--- config.mk ---
export PLATFORM = sky130hd
export DESIGN_NAME = dma_accum
export DESIGN_NICKNAME = d
export VERILOG_FILES = /design/src/include/dma_pkg.sv /design/src/rtl/dma_accum.sv
export VERILOG_INCLUDE_DIRS = /design/src /design/src/include
export SDC_FILE = /design/constraint.sdc
export NUM_CORES = 1
export LEC_CHECK = 0
export BUFFER_PORTS_ARGS = -buffer_cell sky130_fd_sc_hd__buf_4
export CAP_MARGIN = 20
export CORE_AREA = 2 2 269 271
export DETAILED_ROUTE_END_ITERATION = 8
export DIE_AREA = 0 0 271 273
export PLACE_DENSITY_LB_ADDON = 0.15
export SLEW_MARGIN = 10
export SYNTH_ARGS = -nofsm -noshare
export SYNTH_HDL_FRONTEND = slang
export SYNTH_SLANG_ARGS = --single-unit
--- constraint.sdc ---
create_clock -name clk_in -period 39.6 [get_ports clk_in]
set_clock_uncertainty 0.2 [all_clocks]
set_input_delay 5.94 -clock clk_in [delete_from_list [all_inputs] [get_ports clk_in]]
set_output_delay 5.94 -clock clk_in [all_outputs]
set_load 0.02 [all_outputs]
--- src/include/dma_defs.svh ---
`ifndef DMA_DEFS_SVH
`define DMA_DEFS_SVH

// Register byte offsets
`define DMA_OFS_MON_SEL      8'h00
`define DMA_OFS_DIG_SHIFT    8'h04
`define DMA_OFS_TRUNC_SEL    8'h08
`define DMA_OFS_ENERGY_CLR   8'h0C
`define DMA_OFS_RUN_CLR      8'h10
`define DMA_OFS_ENERGY_COMM  8'h14
`define DMA_OFS_ENERGIZED_H  8'h18
`define DMA_OFS_RUN_H        8'h1C
`define DMA_OFS_ENERGIZED_W  8'h20
`define DMA_OFS_RUN_W        8'h24
`define DMA_OFS_ENERGY_RAW   8'h28

// Parameter values
`define DMA_VAL_NONE         16'h270F
`define DMA_VAL_TEN          16'h000A
`define DMA_VAL_ZERO         16'h0000
`define DMA_VAL_ONE          16'h0001
`define DMA_SHIFT_MAX        16'h0004
`define DMA_MON_SEL_RST      7'h00

// Monitor selections
`define DMA_SEL_ENERGIZED    7'h14
`define DMA_SEL_RUN          7'h17
`define DMA_SEL_ENERGY       7'h19
`define DMA_SEL_SAVING       7'h33
`define DMA_SEL_UNIT_IO      7'h37
`define DMA_SEL_OPT_IN       7'h38
`define DMA_SEL_OPT_OUT      7'h39

// Energy limits in 0.01 kWh
`define DMA_ENERGY_MAX       20'hF_423F
`define DMA_DISP_2DEC_LIM    20'h0_2710
`define DMA_DISP_1DEC_LIM    20'h1_86A0

// Hourly time base
`define DMA_HOUR_NS          64'h0000_0346_30B8_A000
`define DMA_CLK_NS           64'h0000_0000_0000_000A
`define DMA_HOUR_CYCLES      (`DMA_HOUR_NS / `DMA_CLK_NS)

`endif

--- src/include/dma_pkg.sv ---
`default_nettype none

package dma_pkg;
  typedef logic [6:0] dma_seg_t;
  typedef struct packed {
    logic             terminal_mode;
    logic [16:0]      value;
    logic [1:0]       dp_pos;
    logic             dashes;
    dma_seg_t [3:0]   seg;
    logic [3:0]       dp;
  } dma_panel_s;
  typedef struct packed {
    logic [11:0] unit_in;
    logic [11:0] unit_out;
    logic [23:0] opt_in;
    logic [23:0] opt_out;
    logic        opt_in_fitted;
    logic        opt_out_fitted;
  } dma_term_s;
  typedef struct packed {
    logic [15:0] value;
    logic [1:0]  decimals;
  } dma_mon_s;
endpackage

`default_nettype wire

--- src/rtl/dma_accum.sv ---
// Contract
// Selections 55 to 57 show a terminal on/off pattern in the third monitor slot.
// Segment lit while its terminal is on; middle segment always lit. The code darks it for 56 and 57 without their option.
// Selections 56 and 57 accepted without option; then all segments dark.
// Selection 55: built-in inputs on upper segments, outputs on lower segments.
// Selection 56 lights first digit point; 57 lights second digit point.
// Selection 25 accumulates output power, total refreshed once per hour.
// Energy shown at 0.01, 0.1 or 1 kWh resolution by value band.
// Energy display limited to four digits, point chosen by band.
// Energy value shifted right by digit-shift decimal digits, display and comms. Comms shifts only three digits when the shift is 4.
// Over maximum: clamp when shift 0 to 4, wrap to zero when 9999.
// Writing zero to energy clear resets the energy total.
// Energy clear reads back 9999 or 10, never zero.
// Energized hours increment every hour while powered.
// Run hours count only while running, held while stopped.
// Hour counters wrap past 65535, each wrap bumps its own tally.
// Zero to run clear resets run hours; energized hours cannot clear.
// Run hour credited only after a full continuous hour of running.
// Run clear always reads 9999; writing 9999 changes nothing.
// Truncation: 9999 off, 0 to integer, 1 two decimals to one.
// Truncation never alters selections 20, 23, 25 and 51.
// Hour counters shown in thousands of hours, up to 65.53, then restart.
// Free-running prescaler gives one-cycle hourly tick driving all accumulation.
// Energy accumulator holds 9999.99 kWh at 0.01 kWh resolution.
//
// Our own choices: the register offsets and the Wishbone register port.
`timescale 1ns/10ps
`default_nettype none
`include "dma_defs.svh"

module dma_accum #(
  parameter logic [63:0] HOUR_CYCLES = `DMA_HOUR_CYCLES
) (
  input  wire logic              clk_in,
  input  wire logic              arst_n_in,
  input  wire logic              wb_cyc_in,
  input  wire logic              wb_stb_in,
  input  wire logic              wb_we_in,
  input  wire logic [7:0]        wb_adr_in,
  input  wire logic [3:0]        wb_sel_in,
  input  wire logic [31:0]       wb_dat_in,
  output logic [31:0]            wb_dat_out,
  output logic                   wb_ack_out,
  input  wire logic [15:0]       power_in,
  input  wire logic              running_in,
  input  wire dma_pkg::dma_term_s term_in,
  input  wire dma_pkg::dma_mon_s  mon_in,
  output var dma_pkg::dma_panel_s panel_out
);

  function automatic logic [19:0] div_pow10(input logic [19:0] v, input logic [2:0] n);
    case (n)
      3'd0:    div_pow10 = v;
      3'd1:    div_pow10 = v / 20'd10;
      3'd2:    div_pow10 = v / 20'd100;
      3'd3:    div_pow10 = v / 20'd1000;
      3'd4:    div_pow10 = v / 20'd10000;
      default: div_pow10 = v / 20'd100000;
    endcase
  endfunction

  function automatic logic [15:0] byte_merge(input logic [15:0] old, input logic [31:0] d, input logic [3:0] s);
    byte_merge = {s[1] ? d[15:8] : old[15:8], s[0] ? d[7:0] : old[7:0]};
  endfunction

  function automatic logic [16:0] low17(input logic [19:0] v);
    // Panel value field is 17 bits; every caller keeps its value inside it
    low17 = v[16:0];
  endfunction

  // Time base
  logic [63:0] presc_q, presc_d;
  logic        tick_q, tick_d;

  always_comb begin
    presc_d = presc_q + 64'h0000_0000_0000_0001;
    tick_d  = 1'b0;
    if (presc_q >= HOUR_CYCLES - 64'h0000_0000_0000_0001) begin
      presc_d = 64'h0000_0000_0000_0000;
      tick_d  = 1'b1;
    end
  end

  always_ff @(posedge clk_in or negedge arst_n_in) begin
    if (!arst_n_in) begin
      presc_q <= 64'h0000_0000_0000_0000;
      tick_q  <= 1'b0;
    end else begin
      presc_q <= presc_d;
      tick_q  <= tick_d;
    end
  end

  // Bus slave
  logic        req;
  logic        wr_fire;
  logic        ack_q, ack_d;
  logic [31:0] dat_q, dat_d;
  logic [6:0]  mon_sel_q, mon_sel_d;
  logic [15:0] shift_q, shift_d;
  logic [15:0] trunc_q, trunc_d;
  logic [15:0] eclr_rd_q, eclr_rd_d;
  logic [15:0] wr_val;
  logic        energy_clr;
  logic        run_clr;

  // Slave answers one cycle after the request; writes land at the acknowledged edge
  assign req     = wb_cyc_in & wb_stb_in;
  assign wr_fire = req & wb_we_in & ack_q;

  logic [19:0] energy_q, energy_d;
  logic [15:0] ehours_q, ehours_d;
  logic [15:0] rhours_q, rhours_d;
  logic [15:0] ewrap_q, ewrap_d;
  logic [15:0] rwrap_q, rwrap_d;
  logic        run_whole_q, run_whole_d;
  logic [19:0] energy_comm;

  always_comb begin
    wr_val     = byte_merge(16'h0000, wb_dat_in, wb_sel_in);
    ack_d      = req & ~ack_q;
    mon_sel_d  = mon_sel_q;
    shift_d    = shift_q;
    trunc_d    = trunc_q;
    eclr_rd_d  = eclr_rd_q;
    energy_clr = 1'b0;
    run_clr    = 1'b0;
    if (wr_fire) begin
      case (wb_adr_in)
        `DMA_OFS_MON_SEL:    if (wb_sel_in[0]) mon_sel_d = wb_dat_in[6:0];
        `DMA_OFS_DIG_SHIFT:
          if (wr_val <= `DMA_SHIFT_MAX || wr_val == `DMA_VAL_NONE) shift_d = wr_val;
        `DMA_OFS_TRUNC_SEL:
          if (wr_val <= `DMA_VAL_ONE || wr_val == `DMA_VAL_NONE) trunc_d = wr_val;
        `DMA_OFS_ENERGY_CLR: begin
          if (wr_val == `DMA_VAL_ZERO) energy_clr = 1'b1;
          else if (wr_val == `DMA_VAL_TEN || wr_val == `DMA_VAL_NONE) eclr_rd_d = wr_val;
        end
        `DMA_OFS_RUN_CLR:    run_clr = (wr_val == `DMA_VAL_ZERO);
        default:             ;
      endcase
    end
    dat_d = 32'h0000_0000;
    if (req & ~wb_we_in & ~ack_q) begin
      case (wb_adr_in)
        `DMA_OFS_MON_SEL:     dat_d = {25'h000_0000, mon_sel_q};
        `DMA_OFS_DIG_SHIFT:   dat_d = {16'h0000, shift_q};
        `DMA_OFS_TRUNC_SEL:   dat_d = {16'h0000, trunc_q};
        `DMA_OFS_ENERGY_CLR:  dat_d = {16'h0000, eclr_rd_q};
        `DMA_OFS_RUN_CLR:     dat_d = {16'h0000, `DMA_VAL_NONE};
        `DMA_OFS_ENERGY_COMM: dat_d = {12'h000, energy_comm};
        `DMA_OFS_ENERGIZED_H: dat_d = {16'h0000, ehours_q};
        `DMA_OFS_RUN_H:       dat_d = {16'h0000, rhours_q};
        `DMA_OFS_ENERGIZED_W: dat_d = {16'h0000, ewrap_q};
        `DMA_OFS_RUN_W:       dat_d = {16'h0000, rwrap_q};
        `DMA_OFS_ENERGY_RAW:  dat_d = {12'h000, energy_q};
        default:              dat_d = 32'h0000_0000;
      endcase
    end
  end

  always_ff @(posedge clk_in or negedge arst_n_in) begin
    if (!arst_n_in) begin
      ack_q     <= 1'b0;
      dat_q     <= 32'h0000_0000;
      mon_sel_q <= `DMA_MON_SEL_RST;
      shift_q   <= `DMA_VAL_NONE;
      trunc_q   <= `DMA_VAL_NONE;
      eclr_rd_q <= `DMA_VAL_NONE;
    end else begin
      ack_q     <= ack_d;
      dat_q     <= dat_d;
      mon_sel_q <= mon_sel_d;
      shift_q   <= shift_d;
      trunc_q   <= trunc_d;
      eclr_rd_q <= eclr_rd_d;
    end
  end

  assign wb_ack_out = ack_q;
  assign wb_dat_out = dat_q;

  // Accumulators
  logic [20:0] energy_sum;
  logic [2:0]  shift_n;

  assign shift_n     = (shift_q == `DMA_VAL_NONE) ? 3'd0 : shift_q[2:0];
  // Communication value is whole kWh after the digit shift; shift 4 divides by 100000, the same as shift 3
  assign energy_comm = div_pow10(energy_q, shift_n + 3'd2);

  always_comb begin
    energy_sum  = {1'b0, energy_q} + {5'h00, power_in};
    energy_d    = energy_q;
    ehours_d    = ehours_q;
    ewrap_d     = ewrap_q;
    rhours_d    = rhours_q;
    rwrap_d     = rwrap_q;
    run_whole_d = run_whole_q & running_in;
    if (tick_q) begin
      if (energy_sum > {1'b0, `DMA_ENERGY_MAX}) begin
        energy_d = (shift_q == `DMA_VAL_NONE) ? 20'h0_0000 : `DMA_ENERGY_MAX;
      end else begin
        energy_d = energy_sum[19:0];
      end
      ehours_d = ehours_q + 16'h0001;
      if (ehours_q == 16'hFFFF) ewrap_d = ewrap_q + 16'h0001;
      if (running_in && run_whole_q) begin
        rhours_d = rhours_q + 16'h0001;
        if (rhours_q == 16'hFFFF) rwrap_d = rwrap_q + 16'h0001;
      end
      run_whole_d = running_in;
    end
    // Clear wins over a same-cycle hourly update, as software asked for zero
    if (energy_clr) energy_d = 20'h0_0000;
    if (run_clr) begin
      rhours_d    = 16'h0000;
      run_whole_d = 1'b0;
    end
  end

  always_ff @(posedge clk_in or negedge arst_n_in) begin
    if (!arst_n_in) begin
      energy_q    <= 20'h0_0000;
      ehours_q    <= 16'h0000;
      rhours_q    <= 16'h0000;
      ewrap_q     <= 16'h0000;
      rwrap_q     <= 16'h0000;
      run_whole_q <= 1'b0;
    end else begin
      energy_q    <= energy_d;
      ehours_q    <= ehours_d;
      rhours_q    <= rhours_d;
      ewrap_q     <= ewrap_d;
      rwrap_q     <= rwrap_d;
      run_whole_q <= run_whole_d;
    end
  end

  // Panel
  dma_pkg::dma_panel_s panel_q, panel_d;
  logic [19:0]         e_shift;
  logic [23:0]         pat;

  always_comb begin
    e_shift = div_pow10(energy_q, shift_n);
    panel_d = '0;
    pat     = 24'h00_0000;
    case (mon_sel_q)
      `DMA_SEL_UNIT_IO, `DMA_SEL_OPT_IN, `DMA_SEL_OPT_OUT: begin
        panel_d.terminal_mode = 1'b1;
        if (mon_sel_q == `DMA_SEL_UNIT_IO) begin
          for (int i = 0; i < 4; i++) begin
            // Upper a,b,f carry inputs; lower c,d,e carry outputs
            pat[i*6 +: 6] = {term_in.unit_in[i*3 +: 3], term_in.unit_out[i*3 +: 3]};
          end
        end else if (mon_sel_q == `DMA_SEL_OPT_IN) begin
          pat          = term_in.opt_in_fitted ? term_in.opt_in : 24'h00_0000;
          panel_d.dp[0] = 1'b1;
        end else begin
          pat          = term_in.opt_out_fitted ? term_in.opt_out : 24'h00_0000;
          panel_d.dp[1] = 1'b1;
        end
        for (int i = 0; i < 4; i++) begin
          // Segment order {g,f,e,d,c,b,a}; middle g dark only with missing option
          panel_d.seg[i] = {~(mon_sel_q != `DMA_SEL_UNIT_IO &&
                              !(mon_sel_q == `DMA_SEL_OPT_IN ? term_in.opt_in_fitted : term_in.opt_out_fitted)),
                            pat[i*6+5], pat[i*6+2], pat[i*6+1], pat[i*6+0],
                            pat[i*6+4], pat[i*6+3]};
        end
      end
      `DMA_SEL_ENERGY: begin
        if (e_shift < `DMA_DISP_2DEC_LIM) begin
          panel_d.value  = e_shift[16:0];
          panel_d.dp_pos = 2'd2;
        end else if (e_shift < `DMA_DISP_1DEC_LIM) begin
          panel_d.value  = low17(div_pow10(e_shift, 3'd1));
          panel_d.dp_pos = 2'd1;
        end else begin
          panel_d.value  = low17(div_pow10(e_shift, 3'd2));
          panel_d.dp_pos = 2'd0;
        end
      end
      `DMA_SEL_ENERGIZED, `DMA_SEL_RUN: begin
        // Shown as thousands of hours with two decimals, 65.53 at most
        panel_d.value  = low17(div_pow10({4'h0, mon_sel_q == `DMA_SEL_RUN ? rhours_q : ehours_q}, 3'd1));
        panel_d.dp_pos = 2'd2;
      end
      `DMA_SEL_SAVING: begin
        panel_d.value  = {1'b0, mon_in.value};
        panel_d.dp_pos = mon_in.decimals;
      end
      default: begin
        panel_d.value  = {1'b0, mon_in.value};
        panel_d.dp_pos = mon_in.decimals;
        if (trunc_q == `DMA_VAL_ZERO && mon_in.decimals != 2'd0) begin
          panel_d.value  = low17(div_pow10({4'h0, mon_in.value}, {1'b0, mon_in.decimals}));
          panel_d.dp_pos = 2'd0;
        end else if (trunc_q == `DMA_VAL_ONE && mon_in.decimals == 2'd2) begin
          panel_d.value  = low17(div_pow10({4'h0, mon_in.value}, 3'd1));
          panel_d.dp_pos = 2'd1;
        end
      end
    endcase
  end

  always_ff @(posedge clk_in or negedge arst_n_in) begin
    if (!arst_n_in) begin
      panel_q <= '0;
    end else begin
      panel_q <= panel_d;
    end
  end

  assign panel_out = panel_q;

  // Checks
  logic [2:0] hold_cnt_q;
  always_ff @(posedge clk_in or negedge arst_n_in) begin
    if (!arst_n_in) begin
      hold_cnt_q <= 3'd0;
    end else begin
      hold_cnt_q <= running_in ? 3'd0 : hold_cnt_q + {2'd0, hold_cnt_q != 3'd7};
    end
  end

  term_middle_a: assert property (@(posedge clk_in) disable iff (!arst_n_in)
    (mon_sel_q == `DMA_SEL_UNIT_IO && $stable(mon_sel_q)) |=> (panel_out.seg[2][6] && panel_out.terminal_mode))
    else $error("Middle segment dark on unit terminal monitor");

  opt_absent_a: assert property (@(posedge clk_in) disable iff (!arst_n_in)
    (mon_sel_q == `DMA_SEL_OPT_IN && !term_in.opt_in_fitted) |=> (panel_out.seg == '0 && panel_out.dp == 4'b0001))
    else $error("Absent option pattern not dark");

  opt_point_a: assert property (@(posedge clk_in) disable iff (!arst_n_in)
    (mon_sel_q == `DMA_SEL_OPT_OUT) |=> panel_out.dp == 4'b0010)
    else $error("Second digit point not lit for option outputs");

  energy_clear_a: assert property (@(posedge clk_in) disable iff (!arst_n_in)
    (wr_fire && wb_adr_in == `DMA_OFS_ENERGY_CLR && wr_val == `DMA_VAL_ZERO) |=> energy_q == 20'h0_0000)
    else $error("Energy total not cleared by zero write");

  clr_readback_a: assert property (@(posedge clk_in) disable iff (!arst_n_in)
    eclr_rd_q == `DMA_VAL_NONE || eclr_rd_q == `DMA_VAL_TEN)
    else $error("Energy clear read-back value illegal");

  energy_clamp_a: assert property (@(posedge clk_in) disable iff (!arst_n_in)
    (tick_q && !energy_clr && shift_q != `DMA_VAL_NONE && energy_sum > {1'b0, `DMA_ENERGY_MAX})
    |=> energy_q == `DMA_ENERGY_MAX)
    else $error("Energy total did not clamp");

  ehours_step_a: assert property (@(posedge clk_in) disable iff (!arst_n_in)
    tick_q |=> ehours_q == $past(ehours_q) + 16'h0001)
    else $error("Energized hours missed an hourly tick");

  run_hold_a: assert property (@(posedge clk_in) disable iff (!arst_n_in)
    (hold_cnt_q == 3'd7 && !run_clr) |=> $stable(rhours_q))
    else $error("Run hours changed while stopped");

  wrap_tally_a: assert property (@(posedge clk_in) disable iff (!arst_n_in)
    (tick_q && ehours_q == 16'hFFFF) |=> (ehours_q == 16'h0000 && ewrap_q == $past(ewrap_q) + 16'h0001))
    else $error("Energized wrap tally not bumped");

  run_read_a: assert property (@(posedge clk_in) disable iff (!arst_n_in)
    (req && !wb_we_in && !ack_q && wb_adr_in == `DMA_OFS_RUN_CLR) |=> wb_dat_out == 32'h0000_270F)
    else $error("Run clear did not read 9999");

  run_clear_a: assert property (@(posedge clk_in) disable iff (!arst_n_in)
    run_clr |=> rhours_q == 16'h0000)
    else $error("Run hours not cleared by zero write");

  tick_single_a: assert property (@(posedge clk_in) disable iff (!arst_n_in)
    tick_q |=> !tick_q)
    else $error("Hourly tick longer than one cycle");

endmodule

`default_nettype wire

==> flow_summary.ini <==
[grt]
grt-ovfl-total = 0
grt_antenna_before_repair = 0
grt_pass1_wl_mm = 202
grt_max_degree = 135
gr-usage-all-layers_pct = 33.0
grt_pass1_vias = 37000

[setup_path]
arrival_ps = 37390
crit_required_ps = 39810
cpMostUsedCell = ha_1
worst-setup-path-type = reg2reg
start_kind = flop
cp_max_fo = 20
end_kind = flop
slowest_stage = dfrtp_4
r2r_slack_ps = 2420
cp_slowest_stage_delay_ps = 570

[place]
pre_cts_ws_ps = 12.6
dpl.hpwl_mm = 98.1
numPortBuffers = 210
place.gp.congestion = 0.973
placed_cells = 6079
place_area_um2 = 40200

[clock_tree]
clockRootBuffer = clkbuf_16
htreeDepth = 1
cts_hold_buf = 0
cts.reportedPaths.clkPinSlew_ps = 70
cts_tree = built
numCtsBuffers = 27
clockBufferDepth = 3
cts_sinks = 273
insertion_delay_ps = 590

[logic_synthesis]
async_flop_share_pct = 100
synth_flop_cell = dfrtp_1
ys_ff_latch = 273
syn_area_um2 = 37400
yosys_warnings = 0
synth-edff-count = 0
synth_top_cell_by_area = dfrtp_1
synth.distinct_cells = 148
syn_area_per_cell_um2 = 7.46
yosysSeqAreaShare_pct = 18.4
yosys.area.top_type_share_pct = 16.7
yosys-top-cells-area = dfrtp_1, nor2_1, ha_1
syn_inst = 5007

[die]
die_x_um = 271
die_y_um = 273
row_count = 98
ios = 244
start_util_pct = 52.6
die_area_um2 = 74000
core_um2 = 71000

[sta]
hold_violations = 0
slew_headroom_pct = 24.5
min_period_over_period_pct = 93.9
tightest_slew_ps = 1130
fin_ws_ps = 2420
max_freq_mhz = 26.9
period_minus_slack_ps = 37180
slew_viol_final = 0
holdWs_ps = 258
setup_violations = 0

[final_layout]
final_area_um2 = 42300
diodes = 0
fin_nets = 5512
synthToLayoutAreaGrowth_pct = 13.2
instances_no_fill = 6173
fillerInstances = 6496
drive_above_1_share_pct = 16.7

[drt]
wl_per_cell_um = 21.0
drtAntennaViolNets = 0
dr.pass1.iters = 9
drc = 25
viasPerCell = 6.62
finalWirelength_mm = 130
dr_total_vias = 40800
first_iter_violations = 4174

[status]
status = finished with violations
violations = DRC

[worst_hold_path]
min_path_type = reg2reg

[run]
drv_cap = 0
==> worst paths after layout <==
check / startpoint / end / cells past startpoint
worst max-delay path: energy_q[19] / panel_out[35] / 185
worst min-delay path: presc_q[0] / presc_q[0] / 1
max in group asynchronous: arst_n_in / wb_dat_out[3] / 3
worst min register to register: presc_q[0] / presc_q[0] / 1
min in group asynchronous: arst_n_in / ewrap_q[3] / 1
worst max register to register: energy_q[19] / panel_out[35] / 185
==> layout make-up <==
| class | count | area [um2] | share of cell area [%] |
|---|---|---|---|
| clock inverters | 16 | 243 | 0.574 |
| repair buffers | 423 | 3230 | 7.63 |
| well taps | 950 | 1190 | 2.81 |
| flip-flops and latches | 273 | 6890 | 16.3 |
| multi-input cells | 4336 | 29500 | 69.7 |
| clock buffers | 33 | 738 | 1.75 |
| inverters | 142 | 533 | 1.26 |
==> synth_stat cells (32+ instances only) <==
library cell,count
mux2_2,64
nor3_1,172
dfrtp_1,249
buf_4,32
nor2_1,542
o211ai_1,66
a211oi_1,51
a221oi_1,57
o31ai_1,33
xor2_1,93
xnor2_1,193
clkbuf_1,194
o221ai_1,40
nand2b_1,58
mux2i_1,101
o21ai_0,318
or3_1,56
a21oi_1,312
a22oi_1,66
nand3_1,165
ha_1,150
nand4_1,69
nand2_1,438
buf_2,39
inv_1,129
nor4_1,52
a31oi_1,78
nor2b_1,67
or2_2,35
o21ai_1,45
and3_1,61
o21a_1,68
a21o_1,51
and2_1,78
a22o_1,42
==> flip-flops by register name (all words and copies together), names as in the netlist, 20 cells and up <==
| register | flops |
|---|---|
| energy_q | 20 |
| panel_out | 47 |
| presc_q | 64 |
| wb_dat_out | 20 |
==> cell families (layout without fill, tap and decap cells) <==
| kind of cell | Yosys count | after routing | synth area share (%) |
|---|---|---|---|
| and+or+nand+nor | 1956 | 1956 | 26.3 |
| AOI/OAI and AO/OA | 1710 | 1710 | 33.0 |
| buffers and inverters | 438 | 614 | 5.11 |
| xor gates and xnor gates | 288 | 288 | 6.82 |
| DFF | 273 | 273 | 18.4 |
| muxes | 171 | 171 | 4.82 |
| adders and majority gates | 170 | 170 | 5.59 |
| other | 1 | 41 | 0.0100 |
==> cell usage in the layout, fill, tap and decap left out, types with 21 or more instances in the layout <==
| master | instances |
|---|---|
| a211o_1 | 21 |
| a211oi_1 | 47 |
| a21o_1 | 51 |
| a21oi_1 | 290 |
| a21oi_2 | 27 |
| a221oi_1 | 55 |
| a22o_1 | 42 |
| a22oi_1 | 64 |
| a31oi_1 | 77 |
| and2_1 | 77 |
| and3_1 | 60 |
| buf_4 | 410 |
| clkbuf_16 | 27 |
| conb_1 | 41 |
| dfrtp_1 | 238 |
| dfstp_2 | 24 |
| ha_1 | 148 |
| inv_1 | 129 |
| mux2_2 | 64 |
| mux2i_1 | 96 |
| nand2_1 | 436 |
| nand2b_1 | 57 |
| nand3_1 | 165 |
| nand4_1 | 69 |
| nor2_1 | 532 |
| nor2b_1 | 63 |
| nor3_1 | 166 |
| nor4_1 | 46 |
| o211ai_1 | 66 |
| o21a_1 | 68 |
| o21ai_0 | 312 |
| o21ai_1 | 45 |
| o21bai_1 | 27 |
| o221ai_1 | 38 |
| o22ai_1 | 30 |
| o31ai_1 | 33 |
| or2_2 | 35 |
| or3_1 | 56 |
| xnor2_1 | 192 |
| xor2_1 | 93 |
==> through the flow <==
| stage | util, % | TNS, ps |
|---|---|---|
| 4_1_cts | 58.0 | 0 |
| 3_5_place_dp | 56.6 | 0 |
| 6_report | 59.6 | 0 |
| 2_1_floorplan | - | 0 |
| 3_3_place_gp | 56.6 | 0 |
| 5_1_grt | 59.6 | -402 |
==> per-layer routing <==
metal	vias to the layer above	GRT usage [%]	routed length, um
met3	276	3.64	10300
met1	19400	45.0	55300
met2	1833	54.1	59200
li1	19400	-	-
met4	0	11.4	4720
met5	-	0	0
==> worst max-delay path, delay by kind of cell (launching register included) <==
family / cells / cell delay (ps)
AOI/OAI and AO/OA: 89 / 15880
and+or+nand+nor: 64 / 12520
buffers and inverters: 7 / 900
DFF: 1 / 570
adders and majority gates: 18 / 5450
muxes: 7 / 1350
==> timing repair <==
action | CTS | global route
gates resized for setup | 5 | 154
endpoints found under the setup margin | 1 | 2
setup buffers | 0 | 41
pin swaps | 0 | 26
Power is not shown: default switching activity piles up to over one toggle a cycle in this logic, so the estimate is an artifact.
